### src/hw/fbk_pkg.sv
package fbk_pkg;

  // ----------------------------------------------------------------
  // Program flash window and configuration field
  // ----------------------------------------------------------------
  localparam logic [17:0] PF_BASE     = 18'h2_0000; // Lowest flash byte
  localparam logic [17:0] PF_TOP      = 18'h3_FFFF; // Highest flash byte
  localparam logic [17:0] LOWER_BASE  = 18'h3_8000; // Lower region start
  localparam logic [17:0] REGION_UNIT = 18'h0_0800; // Region size step
  localparam logic [17:0] KEY_BASE    = 18'h3_FF00; // Key 0, field start
  localparam int unsigned FIELD_BYTES = 16;         // Field size in bytes
  localparam logic [3:0]  PPROT_OFS   = 4'hC;       // Program protection
  localparam logic [3:0]  DPROT_OFS   = 4'hD;       // Data protection
  localparam logic [3:0]  OPT_OFS     = 4'hE;       // Option byte
  localparam logic [3:0]  SEC_OFS     = 4'hF;       // Security byte
  localparam logic [7:0]  RSVD_BYTE   = 8'hFF;      // Reserved byte value

  // ----------------------------------------------------------------
  // Field layouts
  // ----------------------------------------------------------------
  localparam int unsigned PROT_HI_EN  = 0;   // Higher region enable
  localparam int unsigned PROT_LO_EN  = 1;   // Lower region enable
  localparam int unsigned PROT_OT_EN  = 2;   // Remaining area enable
  localparam int unsigned PROT_HI_SZ  = 3;   // Higher size code, 2 bits
  localparam int unsigned PROT_LO_SZ  = 5;   // Lower size code, 2 bits
  localparam logic [1:0]  BACKDOOR_KEY_ENABLE_BITS_ON    = 2'b10; // Backdoor enabled code
  localparam logic [1:0]  SEC_OPEN    = 2'b10; // Unsecured code
  localparam int unsigned ST_COMMAND_COMPLETE_FLAG     = 7;   // Status bit positions
  localparam int unsigned ST_ACCESS_ERROR_FLAG   = 5;
  localparam int unsigned ST_PROTECTION_VIOLATION_FLAG   = 4;
  localparam int unsigned ST_MG1      = 1;
  localparam int unsigned ST_MG0      = 0;
  localparam int unsigned EV_DONE     = 0;   // Interrupt event bits
  localparam int unsigned EV_ACCESS_ERROR_FLAG   = 1;
  localparam int unsigned EV_PROTECTION_VIOLATION_FLAG   = 2;
  localparam int unsigned EV_UNLOCK   = 3;

  // ----------------------------------------------------------------
  // Commands and register offsets
  // ----------------------------------------------------------------
  localparam logic [7:0]  CMD_BACKDOOR = 8'h0C; // Verify backdoor key
  localparam logic [7:0]  CMD_UNSECURE = 8'h0B; // Unsecure flash
  localparam logic [2:0]  IDX_BACKDOOR = 3'h4;  // Last index, Key 3
  localparam logic [7:0]  REG_STATUS   = 8'h00;
  localparam logic [7:0]  REG_INT_STAT = 8'h01;
  localparam logic [7:0]  REG_INT_MASK = 8'h02;
  localparam logic [7:0]  REG_INDEX    = 8'h03;
  localparam logic [7:0]  REG_PARAM    = 8'h04;
  localparam logic [7:0]  REG_SECURITY = 8'h05;
  localparam logic [7:0]  REG_PROT     = 8'h06;
  localparam logic [7:0]  REG_OPTION   = 8'h07;
  localparam logic [7:0]  REG_QADDR    = 8'h08;
  localparam logic [7:0]  REG_QUERY    = 8'h09;

  // Controller sequence states
  typedef enum logic [1:0] {
    ST_IDLE,
    ST_LAUNCH,
    ST_COMPARE
  } fbk_state_type;

endpackage

### src/hw/fbk_cfg_if.sv
// Configuration field lookup between controller and field store
interface fbk_cfg_if;
  logic [1:0]  key_sel;   // Key number being compared
  logic [15:0] key_word;  // Stored key word for key_sel
  logic [7:0]  pprot;     // Program protection byte
  logic [7:0]  dprot;     // Data protection byte
  logic [7:0]  opt;       // Option byte
  logic [7:0]  sec;       // Security byte

  modport ctrl  (output key_sel, input key_word, pprot, dprot, opt, sec);
  modport store (input key_sel, output key_word, pprot, dprot, opt, sec);
endinterface

### src/hw/fbk_flash_ctrl.sv
// Notes on behaviour
// - Unmapped reads give zero, unmapped writes ignored
// - Program flash spans 0x2_0000 to 0x3_FFFF
// - Lower, higher and remaining regions protect separately
// - Field holds key, reserved, protection, option, security
// - Unsecure with nonzero index sets access error
// - Unsecure outside permitted mode sets access error
// - Unsecure with any protection sets violation flag
// - Verify errors set upper; uncorrectable sets lower
// - Backdoor disabled by key enable bits gives error
// - All keys matching stored words release security
// - Mismatch locks further backdoor attempts until reset
// - Clearing complete flag launches; controller sets it after
//
// Implementation choices: the plain strobed port and the address map.
module fbk_flash_ctrl #(
  parameter int unsigned KEY_WORDS = 4,        // Keys per verification
  parameter logic [127:0] FIELD_INIT = {
    64'h1234_5678_9ABC_DEF0, 32'hFFFF_FFFF,
    8'h00, 8'h00, 8'hFF, 8'h80}                // Key values arbitrary
) (
  input  wire  logic        clk,
  input  wire  logic        reset,
  input  wire  logic [7:0]  addr,
  input  wire  logic [15:0] wdata,
  input  wire  logic        wr,
  input  wire  logic        rd,
  output logic       [15:0] rdata,
  input  wire  logic        special_mode,
  input  wire  logic        verify_fault,
  input  wire  logic        verify_uncorrectable,
  output logic              irq,
  output logic              secured
);
  import fbk_pkg::*;

  // ----------------------------------------------------------------
  // State
  // ----------------------------------------------------------------
  typedef struct packed {
    logic [15:0]      rdata;     // Read data, one cycle
    logic             irq;       // Interrupt level
    logic             secured;   // Security in force
    logic             loaded;    // Security caught after reset
    logic             lockout;   // Backdoor locked until reset
    logic             command_complete_flag;      // command_complete_flag
    logic             access_error_flag;    // access_error_flag
    logic             protection_violation_flag;    // protection_violation_flag
    logic             mg1;       // verify_error_status_upper
    logic             mg0;       // verify_error_status_lower
    logic [2:0]       idx;       // command_index_pointer
    logic [4:0][15:0] param;     // command_parameter_words
    logic [3:0]       ist;       // Interrupt status
    logic [3:0]       imask;     // Interrupt mask
    logic [15:0]      qaddr;     // Query address bits 17:2
    logic [1:0]       kidx;      // Key under comparison
    logic             mismatch;  // Any key differed
    fbk_state_type    st;        // Sequence state
  } fbk_regs_type;

  localparam fbk_regs_type REGS_RESET = '{
    rdata: 16'h0000, irq: 1'b0, secured: 1'b1, loaded: 1'b0,
    lockout: 1'b0, command_complete_flag: 1'b1, access_error_flag: 1'b0, protection_violation_flag: 1'b0,
    mg1: 1'b0, mg0: 1'b0, idx: 3'h0, param: '0, ist: 4'h0,
    imask: 4'h0, qaddr: 16'h0000, kidx: 2'h0, mismatch: 1'b0,
    st: ST_IDLE};

  fbk_regs_type r_q;  // Registered state
  fbk_regs_type r_d;  // Next state
  fbk_cfg_if    cfg (); // Field lookup

  // ----------------------------------------------------------------
  // Helpers
  // ----------------------------------------------------------------
  // Region span from a two-bit size code
  function automatic logic [17:0] region_size(input logic [1:0] code);
    return 18'(REGION_UNIT << code);
  endfunction

  // Protection of one byte address under a protection byte
  function automatic logic addr_prot(input logic [17:0] a,
                                     input logic [7:0]  p);
    logic in_win;
    logic in_hi;
    logic in_lo;
    in_win = (a >= PF_BASE) && (a <= PF_TOP);
    in_hi  = in_win && (a > PF_TOP -
             region_size(p[PROT_HI_SZ +: 2]));
    in_lo  = (a >= LOWER_BASE) && (a < LOWER_BASE +
             region_size(p[PROT_LO_SZ +: 2]));
    if (!in_win) begin
      return 1'b0;
    end else if (in_hi) begin
      return p[PROT_HI_EN];
    end else if (in_lo) begin
      return p[PROT_LO_EN];
    end else begin
      return p[PROT_OT_EN];
    end
  endfunction

  // Write-one-to-clear flag where a set in the same cycle wins
  function automatic logic w1c(input logic cur, input logic set,
                               input logic clr);
    return set | (cur & ~clr);
  endfunction

  // ----------------------------------------------------------------
  // Field store
  // ----------------------------------------------------------------
  fbk_cfg_field #(
    .FIELD_INIT (FIELD_INIT)
  ) u_field (
    .cfg (cfg.store)
  );

  assign cfg.key_sel = r_q.kidx;

  // ----------------------------------------------------------------
  // Next state
  // ----------------------------------------------------------------
  always_comb begin
    logic [3:0]  ev;        // Events this cycle
    logic        set_acc;   // Access error raised
    logic        set_fpv;   // Violation raised
    logic        wr_stat;   // Write to status register
    logic        any_prot;  // Some flash area protected
    logic [17:0] qbyte;     // Query byte address
    logic [7:0]  cmd;       // Command code
    ev       = 4'h0;
    set_acc  = 1'b0;
    set_fpv  = 1'b0;
    wr_stat  = wr && (addr == REG_STATUS);
    any_prot = (cfg.pprot[PROT_OT_EN:PROT_HI_EN] != 3'h0) ||
               (cfg.dprot != 8'h00);
    qbyte    = {r_q.qaddr, 2'b00};
    cmd      = r_q.param[0][15:8];
    r_d      = r_q;
    r_d.rdata = 16'h0000;

    // Catch the stored security state once after reset
    if (!r_q.loaded) begin
      r_d.loaded  = 1'b1;
      r_d.secured = (cfg.sec[1:0] != SEC_OPEN);
    end

    // Command sequence
    case (r_q.st)
      ST_IDLE: begin
        // Writing one to the complete flag launches
        if (wr_stat && wdata[ST_COMMAND_COMPLETE_FLAG] && r_q.command_complete_flag) begin
          r_d.command_complete_flag   = 1'b0;
          r_d.access_error_flag = 1'b0;
          r_d.protection_violation_flag = 1'b0;
          r_d.mg1    = 1'b0;
          r_d.mg0    = 1'b0;
          r_d.st     = ST_LAUNCH;
        end
      end
      ST_LAUNCH: begin
        r_d.st   = ST_IDLE;
        r_d.command_complete_flag = 1'b1;
        if (cmd == CMD_BACKDOOR) begin
          if (r_q.idx != IDX_BACKDOOR) begin
            set_acc = 1'b1;
          end else if (cfg.sec[7:6] != BACKDOOR_KEY_ENABLE_BITS_ON) begin
            set_acc = 1'b1;
          end else if (r_q.lockout) begin
            set_acc = 1'b1;
          end else begin
            r_d.command_complete_flag     = 1'b0;
            r_d.kidx     = 2'h0;
            r_d.mismatch = 1'b0;
            r_d.st       = ST_COMPARE;
          end
        end else if (cmd == CMD_UNSECURE) begin
          if (r_q.idx != 3'h0) begin
            set_acc = 1'b1;
          end else if (!special_mode) begin
            set_acc = 1'b1;
          end else if (any_prot) begin
            set_fpv = 1'b1;
          end else begin
            r_d.mg1 = verify_fault | verify_uncorrectable;
            r_d.mg0 = verify_uncorrectable;
            if (!(verify_fault | verify_uncorrectable)) begin
              r_d.secured = 1'b0;
              ev[EV_UNLOCK] = 1'b1;
            end
          end
        end else begin
          set_acc = 1'b1;
        end
        ev[EV_DONE] = r_d.command_complete_flag;
      end
      ST_COMPARE: begin
        // One key word per cycle, Key 0 first
        if (r_q.param[r_q.kidx + 3'h1] != cfg.key_word) begin
          r_d.mismatch = 1'b1;
        end
        r_d.kidx = r_q.kidx + 2'h1;
        if (32'(r_q.kidx) == KEY_WORDS - 1) begin
          r_d.st        = ST_IDLE;
          r_d.command_complete_flag      = 1'b1;
          ev[EV_DONE]   = 1'b1;
          if (r_d.mismatch) begin
            r_d.lockout = 1'b1;
          end else begin
            r_d.secured   = 1'b0;
            ev[EV_UNLOCK] = 1'b1;
          end
        end
      end
      default: begin
        r_d.st = ST_IDLE;
      end
    endcase

    // Error flags: write one clears, a new error wins
    r_d.access_error_flag = w1c(r_d.access_error_flag, set_acc,
                     wr_stat && wdata[ST_ACCESS_ERROR_FLAG]);
    r_d.protection_violation_flag = w1c(r_d.protection_violation_flag, set_fpv,
                     wr_stat && wdata[ST_PROTECTION_VIOLATION_FLAG]);
    ev[EV_ACCESS_ERROR_FLAG] = set_acc;
    ev[EV_PROTECTION_VIOLATION_FLAG] = set_fpv;

    // Register writes; unmapped offsets do nothing
    if (wr) begin
      if (addr == REG_INT_MASK) begin
        r_d.imask = wdata[3:0];
      end else if (addr == REG_INDEX) begin
        r_d.idx = wdata[2:0];
      end else if (addr == REG_PARAM) begin
        if (r_q.command_complete_flag && r_q.idx <= IDX_BACKDOOR) begin
          r_d.param[r_q.idx] = wdata;
        end
      end else if (addr == REG_QADDR) begin
        r_d.qaddr = wdata;
      end
    end

    // Interrupt status: events set, write one clears
    for (int i = 0; i < 4; i++) begin
      r_d.ist[i] = w1c(r_q.ist[i], ev[i],
                       wr && (addr == REG_INT_STAT) && wdata[i]);
    end
    r_d.irq = (r_d.ist & r_d.imask) != 4'h0;

    // Register reads, data one cycle later
    if (rd) begin
      if (addr == REG_STATUS) begin
        r_d.rdata = {8'h00, r_q.command_complete_flag, 1'b0, r_q.access_error_flag, r_q.protection_violation_flag,
                     2'b00, r_q.mg1, r_q.mg0};
      end else if (addr == REG_INT_STAT) begin
        r_d.rdata = {12'h000, r_q.ist};
      end else if (addr == REG_INT_MASK) begin
        r_d.rdata = {12'h000, r_q.imask};
      end else if (addr == REG_INDEX) begin
        r_d.rdata = {13'h0000, r_q.idx};
      end else if (addr == REG_PARAM) begin
        r_d.rdata = (r_q.idx <= IDX_BACKDOOR) ? r_q.param[r_q.idx]
                                              : 16'h0000;
      end else if (addr == REG_SECURITY) begin
        r_d.rdata = {6'h00, r_q.lockout, r_q.secured, cfg.sec};
      end else if (addr == REG_PROT) begin
        r_d.rdata = {cfg.dprot, cfg.pprot};
      end else if (addr == REG_OPTION) begin
        r_d.rdata = {8'h00, cfg.opt};
      end else if (addr == REG_QADDR) begin
        r_d.rdata = r_q.qaddr;
      end else if (addr == REG_QUERY) begin
        r_d.rdata = {14'h0000, (qbyte >= PF_BASE),
                     addr_prot(qbyte, cfg.pprot)};
      end else begin
        r_d.rdata = 16'h0000;
      end
    end
  end

  // ----------------------------------------------------------------
  // State register
  // ----------------------------------------------------------------
  always_ff @(posedge clk) begin
    if (reset) begin
      r_q <= REGS_RESET;
    end else begin
      r_q <= r_d;
    end
  end

  assign rdata   = r_q.rdata;
  assign irq     = r_q.irq;
  assign secured = r_q.secured;

endmodule // fbk_flash_ctrl

### src/hw/fbk_cfg_field.sv
// ------------------------------------------------------------------
// Configuration field store: sixteen bytes of program flash from KEY_BASE
// ------------------------------------------------------------------
module fbk_cfg_field
  import fbk_pkg::*;
#(
  // Field image, byte 0 in the top bits; key values are arbitrary
  parameter logic [127:0] FIELD_INIT = {
    64'h1234_5678_9ABC_DEF0,   // Keys 0 to 3
    32'hFFFF_FFFF,             // Reserved bytes
    8'h00, 8'h00, 8'hFF, 8'h80 // Prot, data prot, option, security
  }
) (
  fbk_cfg_if.store cfg
);

  logic [7:0] field [FIELD_BYTES]; // Field bytes by offset

  // Unpack the image into the byte array
  always_comb begin
    for (int i = 0; i < FIELD_BYTES; i++) begin
      field[i] = FIELD_INIT[8 * (FIELD_BYTES - 1 - i) +: 8];
    end
  end

  // Key n sits at key base plus 2n, high byte first
  assign cfg.key_word = {field[{cfg.key_sel, 2'b00} >> 1],
                         field[({cfg.key_sel, 2'b00} >> 1) + 4'h1]};
  assign cfg.pprot    = field[PPROT_OFS];
  assign cfg.dprot    = field[DPROT_OFS];
  assign cfg.opt      = field[OPT_OFS];
  assign cfg.sec      = field[SEC_OFS];

endmodule // fbk_cfg_field

### config.mk
export PLATFORM = sky130hd
export DESIGN_NAME = fbk_flash_ctrl
export DESIGN_NICKNAME = d
export VERILOG_FILES = /design/src/hw/fbk_pkg.sv /design/src/hw/fbk_cfg_if.sv /design/src/hw/fbk_flash_ctrl.sv /design/src/hw/fbk_cfg_field.sv
export SDC_FILE = /design/constraint.sdc
export NUM_CORES = 1
export LEC_CHECK = 0
export BUFFER_PORTS_ARGS = -buffer_cell sky130_fd_sc_hd__buf_2
export CELL_PAD_IN_SITES_DETAIL_PLACEMENT = 0
export CELL_PAD_IN_SITES_GLOBAL_PLACEMENT = 1
export CORE_ASPECT_RATIO = 0.7
export CORE_UTILIZATION = 35
export CTS_CLUSTER_SIZE = 25
export DETAILED_ROUTE_END_ITERATION = 12
export GPL_ROUTABILITY_DRIVEN = 0
export PLACE_DENSITY = 0.65
export SYNTH_ARGS = -nofsm -noshare
export SYNTH_HDL_FRONTEND = slang
export SYNTH_SLANG_ARGS = --single-unit
### constraint.sdc
create_clock -name clk -period 2.8 [get_ports clk]
set_input_delay 0.56 -clock clk [delete_from_list [all_inputs] [get_ports clk]]
set_output_delay 0.56 -clock clk [all_outputs]
set_load 0.03 [all_outputs]
==> summary.md, run 1 <==
| Metric | Value |
|---|---|
| Met3 WL | `between 1500 and 2000 um` |
| Clock skew | `0.0108 ns` |
| Switch share | `a little under a quarter` |
| Endpoints failing setup | `0` |
| Status | `finished clean` |
| Wl on met1 | `11400 um` |
| Antenna violations before repair | `0` |
| Vias | `6297` |
| PD cells | `573 nW/um2` |
| Tot GR Track Use | `23.4%` |
| Leakage | `0.00281 uW` |
| Htree depth | `4` |
| Switching power | `between 1000 and 1500 uW` |
| Antenna-violating nets left | `0` |
| WL per Instance | `20.1 um` |
| Combinational power share | `roughly 3.4%` |
| Setup TNS | `0 ns` |
| Clock Path Buffers | `2` |
| WP data arrival | `approximately 3 ns` |
| NumNets Final | `900` |
| Area of the core | `19000 um2` |
| Routed WL | `22900 um` |
| Minimum clock period | `2.71 ns` |
| Vias in the first global route | `about 6000` |
| Synth warn | `0` |
| Detailed-placement wirelength estimate | `16600 um` |
| Fin area | `a little under 8000 um2` |
| Final Hold Vio Count | `0` |
| Gate count after technology mapping | `around 840` |
| First-pass GRT wire length | `35200 um` |
| Ports | `49` |
| Vias per inst | `roughly 5.5` |
| Slew HR | `45.7%` |
| Die H | `119 um` |
| Post-synth top area share | `between 40% and 50%` |
| Fmax | `369 MHz` |
| Starting Density | `36.0%` |
| Layout cells sized above 1 | `about 16%` |
| RSZ-0062 raised after global routing | `no` |
| Post-place instance area | `7280 um2` |
| Cell taking the most area after synthesis | `dfxtp_1` |
| Sequential element share of the synthesized area | `between 40% and 50%` |
| Buffers added on ports | `48` |
| Post-synth ARST share | `0%` |
| Overflow left after global routing | `0` |
| Period Utilization, post-route | `between 90% and 100%` |
| Uppermost layer routed | `met4` |
| Sequential power share | `43.1%` |
| Clk Latency, worst-skew pair | `around 0.43 ns` |
| Synth area leaders | `dfxtp_1 40%, nand2_1 11%, a21oi_1 8.3%, mux2i_1 5.3%, mux4_2 3.6%` |
| Clk pwr share | `53.5%` |
| Largest net degree at the start of global routing | `70` |
| Cell row count | `42` |
| Fillers | `between 1500 and 2000` |
| Setup Crit Path Kind | `reg -> reg` |
| Cell Int Power | `3490 uW` |
| Reg clk slew, reported paths | `approximately 0.060 ns` |
| Main synth FF type | `dfxtp_1` |
| Measured slew at the worst slew-check pin | `0.814 ns` |
| Die Width | `between 150 and 200 um` |
| Worst hold path class | `in -> reg` |
| Met2 routed WL | `9770 um` |
| Ant. Diodes | `0` |
| Number of distinct library cells after synthesis | `67` |
| Crit end category | `flop` |
| Seq cells post-synth | `roughly 140` |
| Syn Area/Cell | `8.18 um2` |
| Max cap viols | `0` |
| Initial drt markers | `around 650` |
| Max VDD drop | `approximately 0.38 mV` |
| EDFF count, synth | `0` |
| Area Overhead vs Synth | `15.6%` |
| Clk sinks | `137` |
| Num CTS Buffers | `17` |
| Die ar. | `20100 um2` |
| Mapped cell area | `6840 um2` |
| Startpoint types | `flop` |
| Slew Limit Fails | `0` |
| CTS tree | `yes` |
| Synthesized Nets | `871` |
| DRT Pass-1 Iters | `5` |
| CP Max Fanout | `5` |
| Root buffer cell | `clkbuf_16` |
| Worst Path Required | `3.09 ns` |
| Drc violations | `0` |
path summary, 6_finish.rpt:
kind / startpoint / endpoint / slack [ns] / depth (start not counted)
setup / recovery: r_q[39] / irq / 0.09 / 6
hold / removal: reset / r_q[26] / 0.42 / 2
setup reg to reg: r_q[39] / irq / 0.09 / 6
hold reg to reg: r_q[15] / r_q[15] / 0.46 / 2
state kept, by name (all words and copies together), names as in the netlist:
register / cells
cfg.key_sel: 2
r_q: 117
irq: 1
rdata: 16
secured: 1
power groups by stage:
stage | Clock (uW) | Sequential [uW] | Combinational (uW)
global placement | 0 | 1990 | 151
CTS | 2460 | 1950 | 152
global route | 2560 | 1950 | 165
detailed placement | 0 | 1990 | 152
floorplan | 0 | 1990 | 74.1
finish | 2430 | 1950 | 154
synth_stat cells, drive strengths merged, types with 6 or more instances:
master	count
nand2	196
dfxtp	137
a21oi	114
nor2	54
buf	46
mux2i	36
clkbuf	28
o21ai	23
a22oi	14
inv	12
nand3	12
mux4	11
nand3b	10
nor3	10
and3	9
nor2b	9
and2	7
mux2	7
nor3b	7
a221oi	6
o22ai	6
per-layer routing:
layer  up-vias  GRT usage, %
met2       215          34.0
li1       2985             -
met5         -             0
met4         0          5.41
met3        16          5.15
met1      3081          34.8
layout by cell type, fill, tap and decap left out, types with 9 or more instances in the layout:
cell | synthesis | final
nand2_1 | 196 | 196
and3_1 | 9 | 9
a21oi_1 | 114 | 114
a22oi_1 | 14 | 14
mux2i_1 | 36 | 36
nor2b_1 | 9 | 9
mux4_2 | 11 | 11
nand3_1 | 12 | 12
nor3_1 | 9 | 9
nand3b_1 | 9 | 9
nor2_1 | 54 | 54
inv_1 | 12 | 12
buf_2 | 16 | 47
dfxtp_1 | 137 | 137
o21ai_0 | 23 | 23
clkbuf_16 | 0 | 17
buf_4 | 22 | 35
worst max-delay path: stages, from the launching register on:
cell,delay [ns]
dfxtp_1,0.40
nor4b_1,0.50
a41oi_1,0.33
a221oi_1,0.60
o21ai_0,0.18
nor3_1,0.38
o221ai_1,0.18
stage by stage:
step,utilization [%],hold slack (ns),instances,power (uW),setup slack [ns]
after floorplan,-,0.432,836,2070,0.605
after global placement,38.3,0.446,1110,2150,0.0846
after CTS,41.6,0.401,1142,4570,0.117
after global routing,41.6,0.421,1142,4670,0.00830
final,41.6,0.421,1142,4530,0.0931
after detailed placement,38.3,0.448,1110,2150,0.0294
final cells by class:
cell class | instances | area (um2) | area share (%)
multi-input combinational | 612 | 3620 | 45.8
sequential | 137 | 2740 | 34.7
timing repair buffer | 84 | 538 | 6.80
clock buffer | 19 | 433 | 5.47
tap | 264 | 330 | 4.18
clock inverter | 13 | 194 | 2.45
inverter | 13 | 48.8 | 0.617
cells by family after synthesis:
kind of cell               Yosys count  synth area share, %
and+or+nand+nor                    347                 24.0
adders and majority gates            4                0.732
AOI/OAI and AO/OA                  207                 18.2
DFF                                137                 40.1
buffers and inverters               87                 6.97
muxes                               54                 10.0
timing repair:
action	in CTS	in global routing
buffers inserted	0	0
setup endpoints to repair	0	3
hold buffers	0	0
resized for setup	0	1
Note: power is estimated with default switching activity, not from simulation.
==> inputs of run 2 (changes only) <==
CORE_UTILIZATION = 46   (was 35)
PLACE_DENSITY = 0.81   (was 0.65)
==> run 2 against run 1 <==
Effect of this change:
- sequential power is essentially flat
- critical path depth grew 2
- worst setup slack lost 0.050 ns
- non-clock buffer count shrank 5
- die area shrank 24%
- critical endpoint is now r_q[117]
- largest cell class unchanged
- largest power group unchanged
==> summary.md, run 2 (synthesis results as in run 1) <==
| Metric | Value |
|---|---|
| Setup TNS | `0 ns (unchanged)` |
| Setup Crit Path Kind | `reg -> reg` |
| Crit path cell chain | `ha_1 -> mux2_2 -> a22oi_1 -> o21ai_0 -> nor4_2 -> buf_4 -> o211ai_1 -> a31o_2` |
| Most frequent cells in the layout | `196 x nand2_1, 137 x dfxtp_1, 114 x a21oi_1` |
| Max VDD drop | `0.338 mV (-12%)` |
| Starting Density | `48.2% (+12 points)` |
| Period Utilization, post-route | `98.4% (+1.8 points)` |
| Die ar. | `15400 um2 (-24%)` |
| Worst Path Required | `3.13 ns (+0.04 ns)` |
| Reg clk slew, reported paths | `0.07 ns (about the same)` |
| Final worst setup slack | `0.0435 ns (-0.0496 ns)` |
| Area of the core | `14200 um2 (-25%)` |
| Die H | `104 um (-13%)` |
| Vias | `6465 (+2.7%)` |
| Buffers added on ports | `48 (unchanged)` |
| Antenna violations before repair | `0 (unchanged)` |
| Clock Path Buffers | `2 (unchanged)` |
| Combinational power share | `3.6% (+0.2 points)` |
| Number of flip-flops in the largest register | `117 (unchanged)` |
| Switch share | `25.8% (+2.8 points)` |
| First-pass GRT wire length | `34400 um (-2.2%)` |
| Root buffer cell | `clkbuf_16` |
| Clk pwr share | `51.0% (-2.5 points)` |
| Slew Limit Fails | `0 (unchanged)` |
| Crit end category | `flop` |
| Cell Int Power | `3180 uW (-8.8%)` |
| Num CTS Buffers | `17 (unchanged)` |
| WL per Instance | `20.7 um (+3.3%)` |
| Cell row count | `36 (-14%)` |
| Sequential power share | `45.5% (+2.4 points)` |
| Fillers | `1342 (-32%)` |
| Drc violations | `0 (unchanged)` |
| Ant. Diodes | `0 (unchanged)` |
| Startpoint types | `flop` |
| Measured slew at the worst slew-check pin | `0.755 ns (-0.0592 ns)` |
| Clk sinks | `137 (unchanged)` |
| Vias in the first global route | `6083 (+1.7%)` |
| Largest net degree at the start of global routing | `56 (-20%)` |
| Area Overhead vs Synth | `12.7%` |
| RSZ-0062 raised after global routing | `no` |
| Worst hold path class | `in -> reg` |
| Post-CTS Hold Buffers | `0 (unchanged)` |
| Final Hold Vio Count | `0 (unchanged)` |
| Most common cell after layout, fill and taps aside | `nand2_1` |
| Switching power | `1110 uW (+6.2%)` |
| Clk Latency, worst-skew pair | `0.43 ns (about the same)` |
| NumNets Final | `895 (-0.56%)` |
| DRT Pass-1 Iters | `5 (unchanged)` |
| Minimum clock period | `2.76 ns (+0.0496 ns)` |
| Vias per inst | `6.08 (+10%)` |
| Overflow left after global routing | `0 (unchanged)` |
| Clock skew | `0.0105 ns (-0.000240 ns)` |
| Tot GR Track Use | `29.5% (+6.1 points)` |
| Setup slack at placement | `0.143 ns (+0.113 ns)` |
| Fin area | `7710 um2 (-2.5%)` |
| Routed WL | `22000 um (-3.9%)` |
| Layout cells sized above 1 | `16.2% (-0.25 points)` |
| Post-place instance area | `7130 um2 (-2.1%)` |
| CTS tree | `yes` |
| Ports | `49 (unchanged)` |
| Leakage | `0.00278 uW (-1.3%)` |
| Status | `finished clean` |
| Max cap viols | `0 (unchanged)` |
| Antenna-violating nets left | `0 (unchanged)` |
| Detailed-placement wirelength estimate | `15700 um (-5.4%)` |
| WP data arrival | `3.08 ns (+0.09 ns)` |
| CP Max Fanout | `8 (+3)` |
| PD cells | `556 nW/um2 (-2.9%)` |
| Crit path max-delay cell type | `ha_1` |
| Slew HR | `49.7% (+3.9 points)` |
| CP peak stage delay | `0.52 ns (-0.08 ns)` |
| Most flops, register | `r_q` |
| Initial drt markers | `803 (+23%)` |
| Die Width | `148 um (-13%)` |
| Endpoints failing setup | `0 (unchanged)` |
| Htree depth | `4 (unchanged)` |
| Fmax | `363 MHz (-1.8%)` |
## run 2: cell count changes in the layout (fill, tap and decap cells not counted), sizes merged
| cell | before | now |
|---|---|---|
| bufinv | 4 | 0 |
| inv | 14 | 20 |
| clkbuf | 19 | 18 |
| buf | 84 | 79 |
| clkinvlp | 4 | 1 |
| clkinv | 4 | 6 |
## run 2: worst paths after layout
check / startpoint / endpoint / slack (ns) / cells past startpoint
max: cfg.key_sel[1] / r_q[117] / 0.04 / 8
min: verify_uncorrectable / r_q[112] / 0.42 / 3
max reg2reg: cfg.key_sel[1] / r_q[117] / 0.04 / 8
min reg2reg: r_q[17] / r_q[17] / 0.46 / 2
## run 2: layer usage
metal | track usage, % | wire length (um) | vias up
met5 | 0 | 0 | -
met2 | 42.1 | 9410 | 331
met4 | 9.57 | 477 | 0
met1 | 42.8 | 9940 | 3102
li1 | - | - | 2988
met3 | 7.68 | 2220 | 44
## run 2: what timing repair did
item | 4_1_cts | 5_1_grt
setup buffers | 0 | 1
hold endpoints to repair | 0 | 0
resized for setup | 0 | 1
setup endpoints to repair | 0 | 2
## run 2: critical path: cells and delay by family (launching register included)
| family | cells | cell delay [ns] |
|---|---|---|
| AO/OA/AOI/OAI | 4 | 0.88 |
| adder cells (fa/ha/maj) | 1 | 0.52 |
| multiplexers | 1 | 0.39 |
| flip-flops | 1 | 0.36 |
| AND/OR/NAND/NOR | 1 | 0.33 |
| buffers and inverters | 1 | 0.17 |
## run 2: stage by stage
step                utilization (%)  hold slack [ns]  instances  power, uW
floorplan                         -            0.432        836       2070
global placement               50.2            0.447       1030       2140
detailed placement             50.2            0.448       1030       2140
CTS                            54.3            0.408       1062       4290
global route                   54.3            0.408       1063       4400
finish                         54.3            0.418       1063       4290
## run 2: power by group through the flow
stage / clock [uW] / combinational, uW / sequential [uW]
finish: 2190 / 152 / 1950
global route: 2290 / 162 / 1950
CTS: 2190 / 150 / 1950
detailed placement: 0 / 149 / 1990
global placement: 0 / 147 / 1990
floorplan: 0 / 74.1 / 1990
## run 2: layout make-up
class | instances | area, um2 | share of cell area [%]
Sequential cell | 137 | 2740 | 35.6
Clock buffer | 18 | 439 | 5.70
Clock inverter | 14 | 129 | 1.67
Timing Repair Buffer | 79 | 488 | 6.33
Inverter | 13 | 48.8 | 0.633
Multi-Input combinational cell | 612 | 3620 | 47.0
Tap cell | 190 | 238 | 3.08
==> inputs of run 3 (changes only) <==
CORE_UTILIZATION = 47   (was 46)
SYNTH_HIERARCHICAL = 1   (was not set)
==> run 3 against run 2 <==
Effect of this change:
- count of clock-buffer cells in the layout grew 4
- total power fell by 2.2%
- die area is 21% higher
- global-route usage decreased by 0.54 points
- via count up 17%
==> summary.md, run 3 <==
| Metric | Value |
|---|---|
| Die H | `114 um (+9.9%)` |
| Syn Area/Cell | `8.49 um2 (+3.8%)` |
| Overflow left after global routing | `0 (unchanged)` |
| Gate count after technology mapping | `997 (+19%)` |
| Mapped cell area | `8470 um2 (+24%)` |
| Post-place instance area | `8870 um2 (+24%)` |
| Root buffer cell | `clkbuf_16` |
| Buffers added on ports | `48 (unchanged)` |
| Die ar. | `18600 um2 (+21%)` |
| Reg clk slew, reported paths | `0.06 ns (about the same)` |
| Main synth FF type | `dfxtp_1` |
| Layout cells sized above 1 | `17.8% (+1.6 points)` |
| Starting Density | `48.8% (+0.55 points)` |
| Post-Synth XOR/XNOR Area | `0.310% (+0.31 points)` |
| WP data arrival | `3.02 ns (-0.06 ns)` |
| CP Max Fanout | `11 (+3)` |
| Crit path cell chain | `ha_4 -> nor2b_1 -> a22o_1 -> o32ai_1 -> or4_1 -> or3_1 -> o41a_1` |
| Fillers | `1652 (+23%)` |
| Clk Latency, worst-skew pair | `0.43 ns (about the same)` |
| Area Overhead vs Synth | `11.6%` |
| Setup bufs post-CTS | `0 (unchanged)` |
| Synth warn | `6 (+6)` |
| Ports | `49 (unchanged)` |
| Fin Hold WS | `0.412 ns (-0.00569 ns)` |
| Area of the core | `17400 um2 (+22%)` |
| Minimum clock period | `2.72 ns (-0.0399 ns)` |
| Number of distinct library cells after synthesis | `77 (+15%)` |
| Post-synth top area share | `32.4% (-7.7 points)` |
| Combinational power share | `5.2% (+1.6 points)` |
| Seq cells post-synth | `137 (unchanged)` |
| NumNets Final | `1078 (+20%)` |
| Setup Crit Path Kind | `reg -> reg` |
| Switching power | `1020 uW (-7.9%)` |
| Endpoints failing setup | `0 (unchanged)` |
| Most common cell after layout, fill and taps aside | `dfxtp_1` |
| Period Utilization, post-route | `97.0% (-1.4 points)` |
| Max VDD drop | `0.389 mV (+15%)` |
| Htree depth | `4 (unchanged)` |
| Final Non-Filler Cells | `1277 (+20%)` |
| Simple-Gate Fraction of Synth Area | `20.2% (-3.8 points)` |
| Initial drt markers | `940 (+17%)` |
| Vias per inst | `5.95 (-2.2%)` |
| Num CTS Buffers | `17 (unchanged)` |
| Delay-heaviest family, CP | `simple AND/OR/NAND/NOR gates` |
| Final worst setup slack | `0.0834 ns (+0.0399 ns)` |
| Post-synthesis compound-gate area fraction | `16.1% (-2.1 points)` |
| CTS tree | `yes` |
| Ant. Diodes | `0 (unchanged)` |
| Drc violations | `0 (unchanged)` |
| Routed WL | `26300 um (+19%)` |
| Cell row count | `40 (+11%)` |
| Final Power | `4200 uW (-2.2%)` |
| Largest net degree at the start of global routing | `109 (+95%)` |
| CP peak stage delay | `0.57 ns (+0.05 ns)` |
| First-pass GRT wire length | `40300 um (+17%)` |
| Crit path max-delay cell type | `or4_1` |
| Bufs and invs on worst path | `0 (-1)` |
| Clk sinks | `137 (unchanged)` |
| Post-synth top cells | `137 x dfxtp_1, 127 x mux2i_1, 127 x nor2_1` |
| Die Width | `162 um (+9.9%)` |
| Clock skew | `0.0121 ns (+0.00152 ns)` |
| Startpoint types | `flop` |
| Measured slew at the worst slew-check pin | `0.743 ns (-0.0121 ns)` |
| WL per Instance | `20.6 um (-0.55%)` |
| Status | `finished clean` |
| Most frequent cells in the layout | `135 x dfxtp_1, 127 x nor2_1, 127 x mux2i_1` |
| Most numerous cell in the Yosys netlist | `dfxtp_1` |
| Worst hold path class | `in -> reg` |
| Slew Limit Fails | `0 (unchanged)` |
| Clock Path Buffers | `2 (unchanged)` |
| Final Hold Vio Count | `0 (unchanged)` |
| Vias in the first global route | `6691 (+10%)` |
| Worst Path Required | `3.11 ns (-0.02 ns)` |
| Post-synth ARST share | `0% (unchanged)` |
| EDFF count, synth | `0 (unchanged)` |
| Placed insts | `1247 (+21%)` |
| Crit end category | `flop` |
| Sequential power share | `46.6% (+1.1 points)` |
| Synth area leaders | `dfxtp_1 32%, mux2i_1 15%, buf_4 5.9%, nor2_1 5.6%, a21oi_1 3.8%` |
| Adder-Cell Fraction of Synth Area | `1.77% (+1.0 points)` |
| Number of flip-flops in the largest register | `117 (unchanged)` |
| Cell taking the most area after synthesis | `dfxtp_1` |
| Tot GR Track Use | `29.0% (-0.54 points)` |
| Fin area | `9450 um2 (+23%)` |
| Detailed-placement wirelength estimate | `19200 um (+22%)` |
| Antenna-violating nets left | `0 (unchanged)` |
| Max cap viols | `0 (unchanged)` |
| Switch share | `24.3% (-1.5 points)` |
| Antenna violations before repair | `0 (unchanged)` |
| Vias | `7593 (+17%)` |
| Clk pwr share | `48.2% (-2.8 points)` |
| Sequential element share of the synthesized area | `32.4% (-7.7 points)` |
| Fmax | `368 MHz (+1.5%)` |
| DRT Pass-1 Iters | `6 (+1)` |
| Setup slack at placement | `-0.129 ns (-0.272 ns)` |
| Main combinational cell family by area after synthesis | `simple AND/OR/NAND/NOR gates` |
| Most flops, register | `r_q` |
| Leakage | `0.00361 uW (+30%)` |
| Post-CTS Hold Buffers | `0 (unchanged)` |
| PD cells | `444 nW/um2 (-20%)` |
| Post-synthesis mux area share | `18.7% (+8.7 points)` |
| Cell Int Power | `3180 uW (-0.18%)` |
| Slew HR | `50.4% (+0.70 points)` |
## run 3: cell types whose count changed after synthesis, sizes merged, moves of 13 or more
cell and change:
a21oi -49, buf +39, clkbuf +13, inv +15, mux2i +91, nand2 -123
nand2b +15, nor2 +74
## run 3: layout make-up
type                    instances  area [um2]  share of cell area, %
clock inverters                 8        50.0                  0.530
flip-flops and latches        137        2750                   29.1
well taps                     231         289                   3.06
inverters                      27         105                   1.11
repair buffers                107         747                   7.91
multi-input cells             745        5050                   53.4
clock buffers                  22         464                   4.91
## run 3: power groups by stage
stage          combinational, uW  clock (uW)  sequential (uW)
2_1_floorplan                161           0             2000
3_3_place_gp                 202           0             2000
3_5_place_dp                 201           0             2000
4_1_cts                      203        2040             1960
5_1_grt                      235        2130             1960
6_report                     217        2020             1960
## run 3: worst reg2reg max path, delay by kind of cell, from the launching register on
kind	cells	cell delay [ns]
and+or+nand+nor	3	1.33
adders and majority gates	1	0.27
AOI/OAI and AO/OA	3	0.62
DFF	1	0.38
## run 3: stage by stage
stage | TNS, ns | utilization, %
final | 0 | 54.4
after global routing | -0.00530 | 54.4
after CTS | 0 | 54.1
after detailed placement | -0.427 | 51.1
after global placement | -0.0199 | 51.1
after floorplan | 0 | -
## run 3: logic make-up (layout without fill, tap and decap cells)
logic type,after synthesis,after routing
compound gates,202,202
xor+xnor,3,3
fa+ha+maj,12,12
buf+inv,153,164
flops,137,137
mux,149,149
other cells,2,40
simple gates,339,339
## run 3: routing by layer
layer	share of wire (%)	wire (um)	track usage (%)
met1	51	13500	45.9
met2	39	10100	37.6
met3	9.0	2380	6.48
met4	1.3	354	8.24
met5	0	0	0
## run 3: path summary, 6_finish.rpt
kind                            slack (ns)  endpoint  cells after the start      startpoint
worst min-delay path                  0.41    r_q[1]                      2           reset
worst max register to register        0.08  r_q[117]                      7  cfg.key_sel[1]
worst min register to register        0.46   r_q[12]                      2         r_q[12]
worst max-delay path                  0.08  r_q[117]                      7  cfg.key_sel[1]
## run 3: timing repair
item,CTS,global route
resized for setup,3,10
endpoints found under the setup margin,5,5
pin swaps,1,2
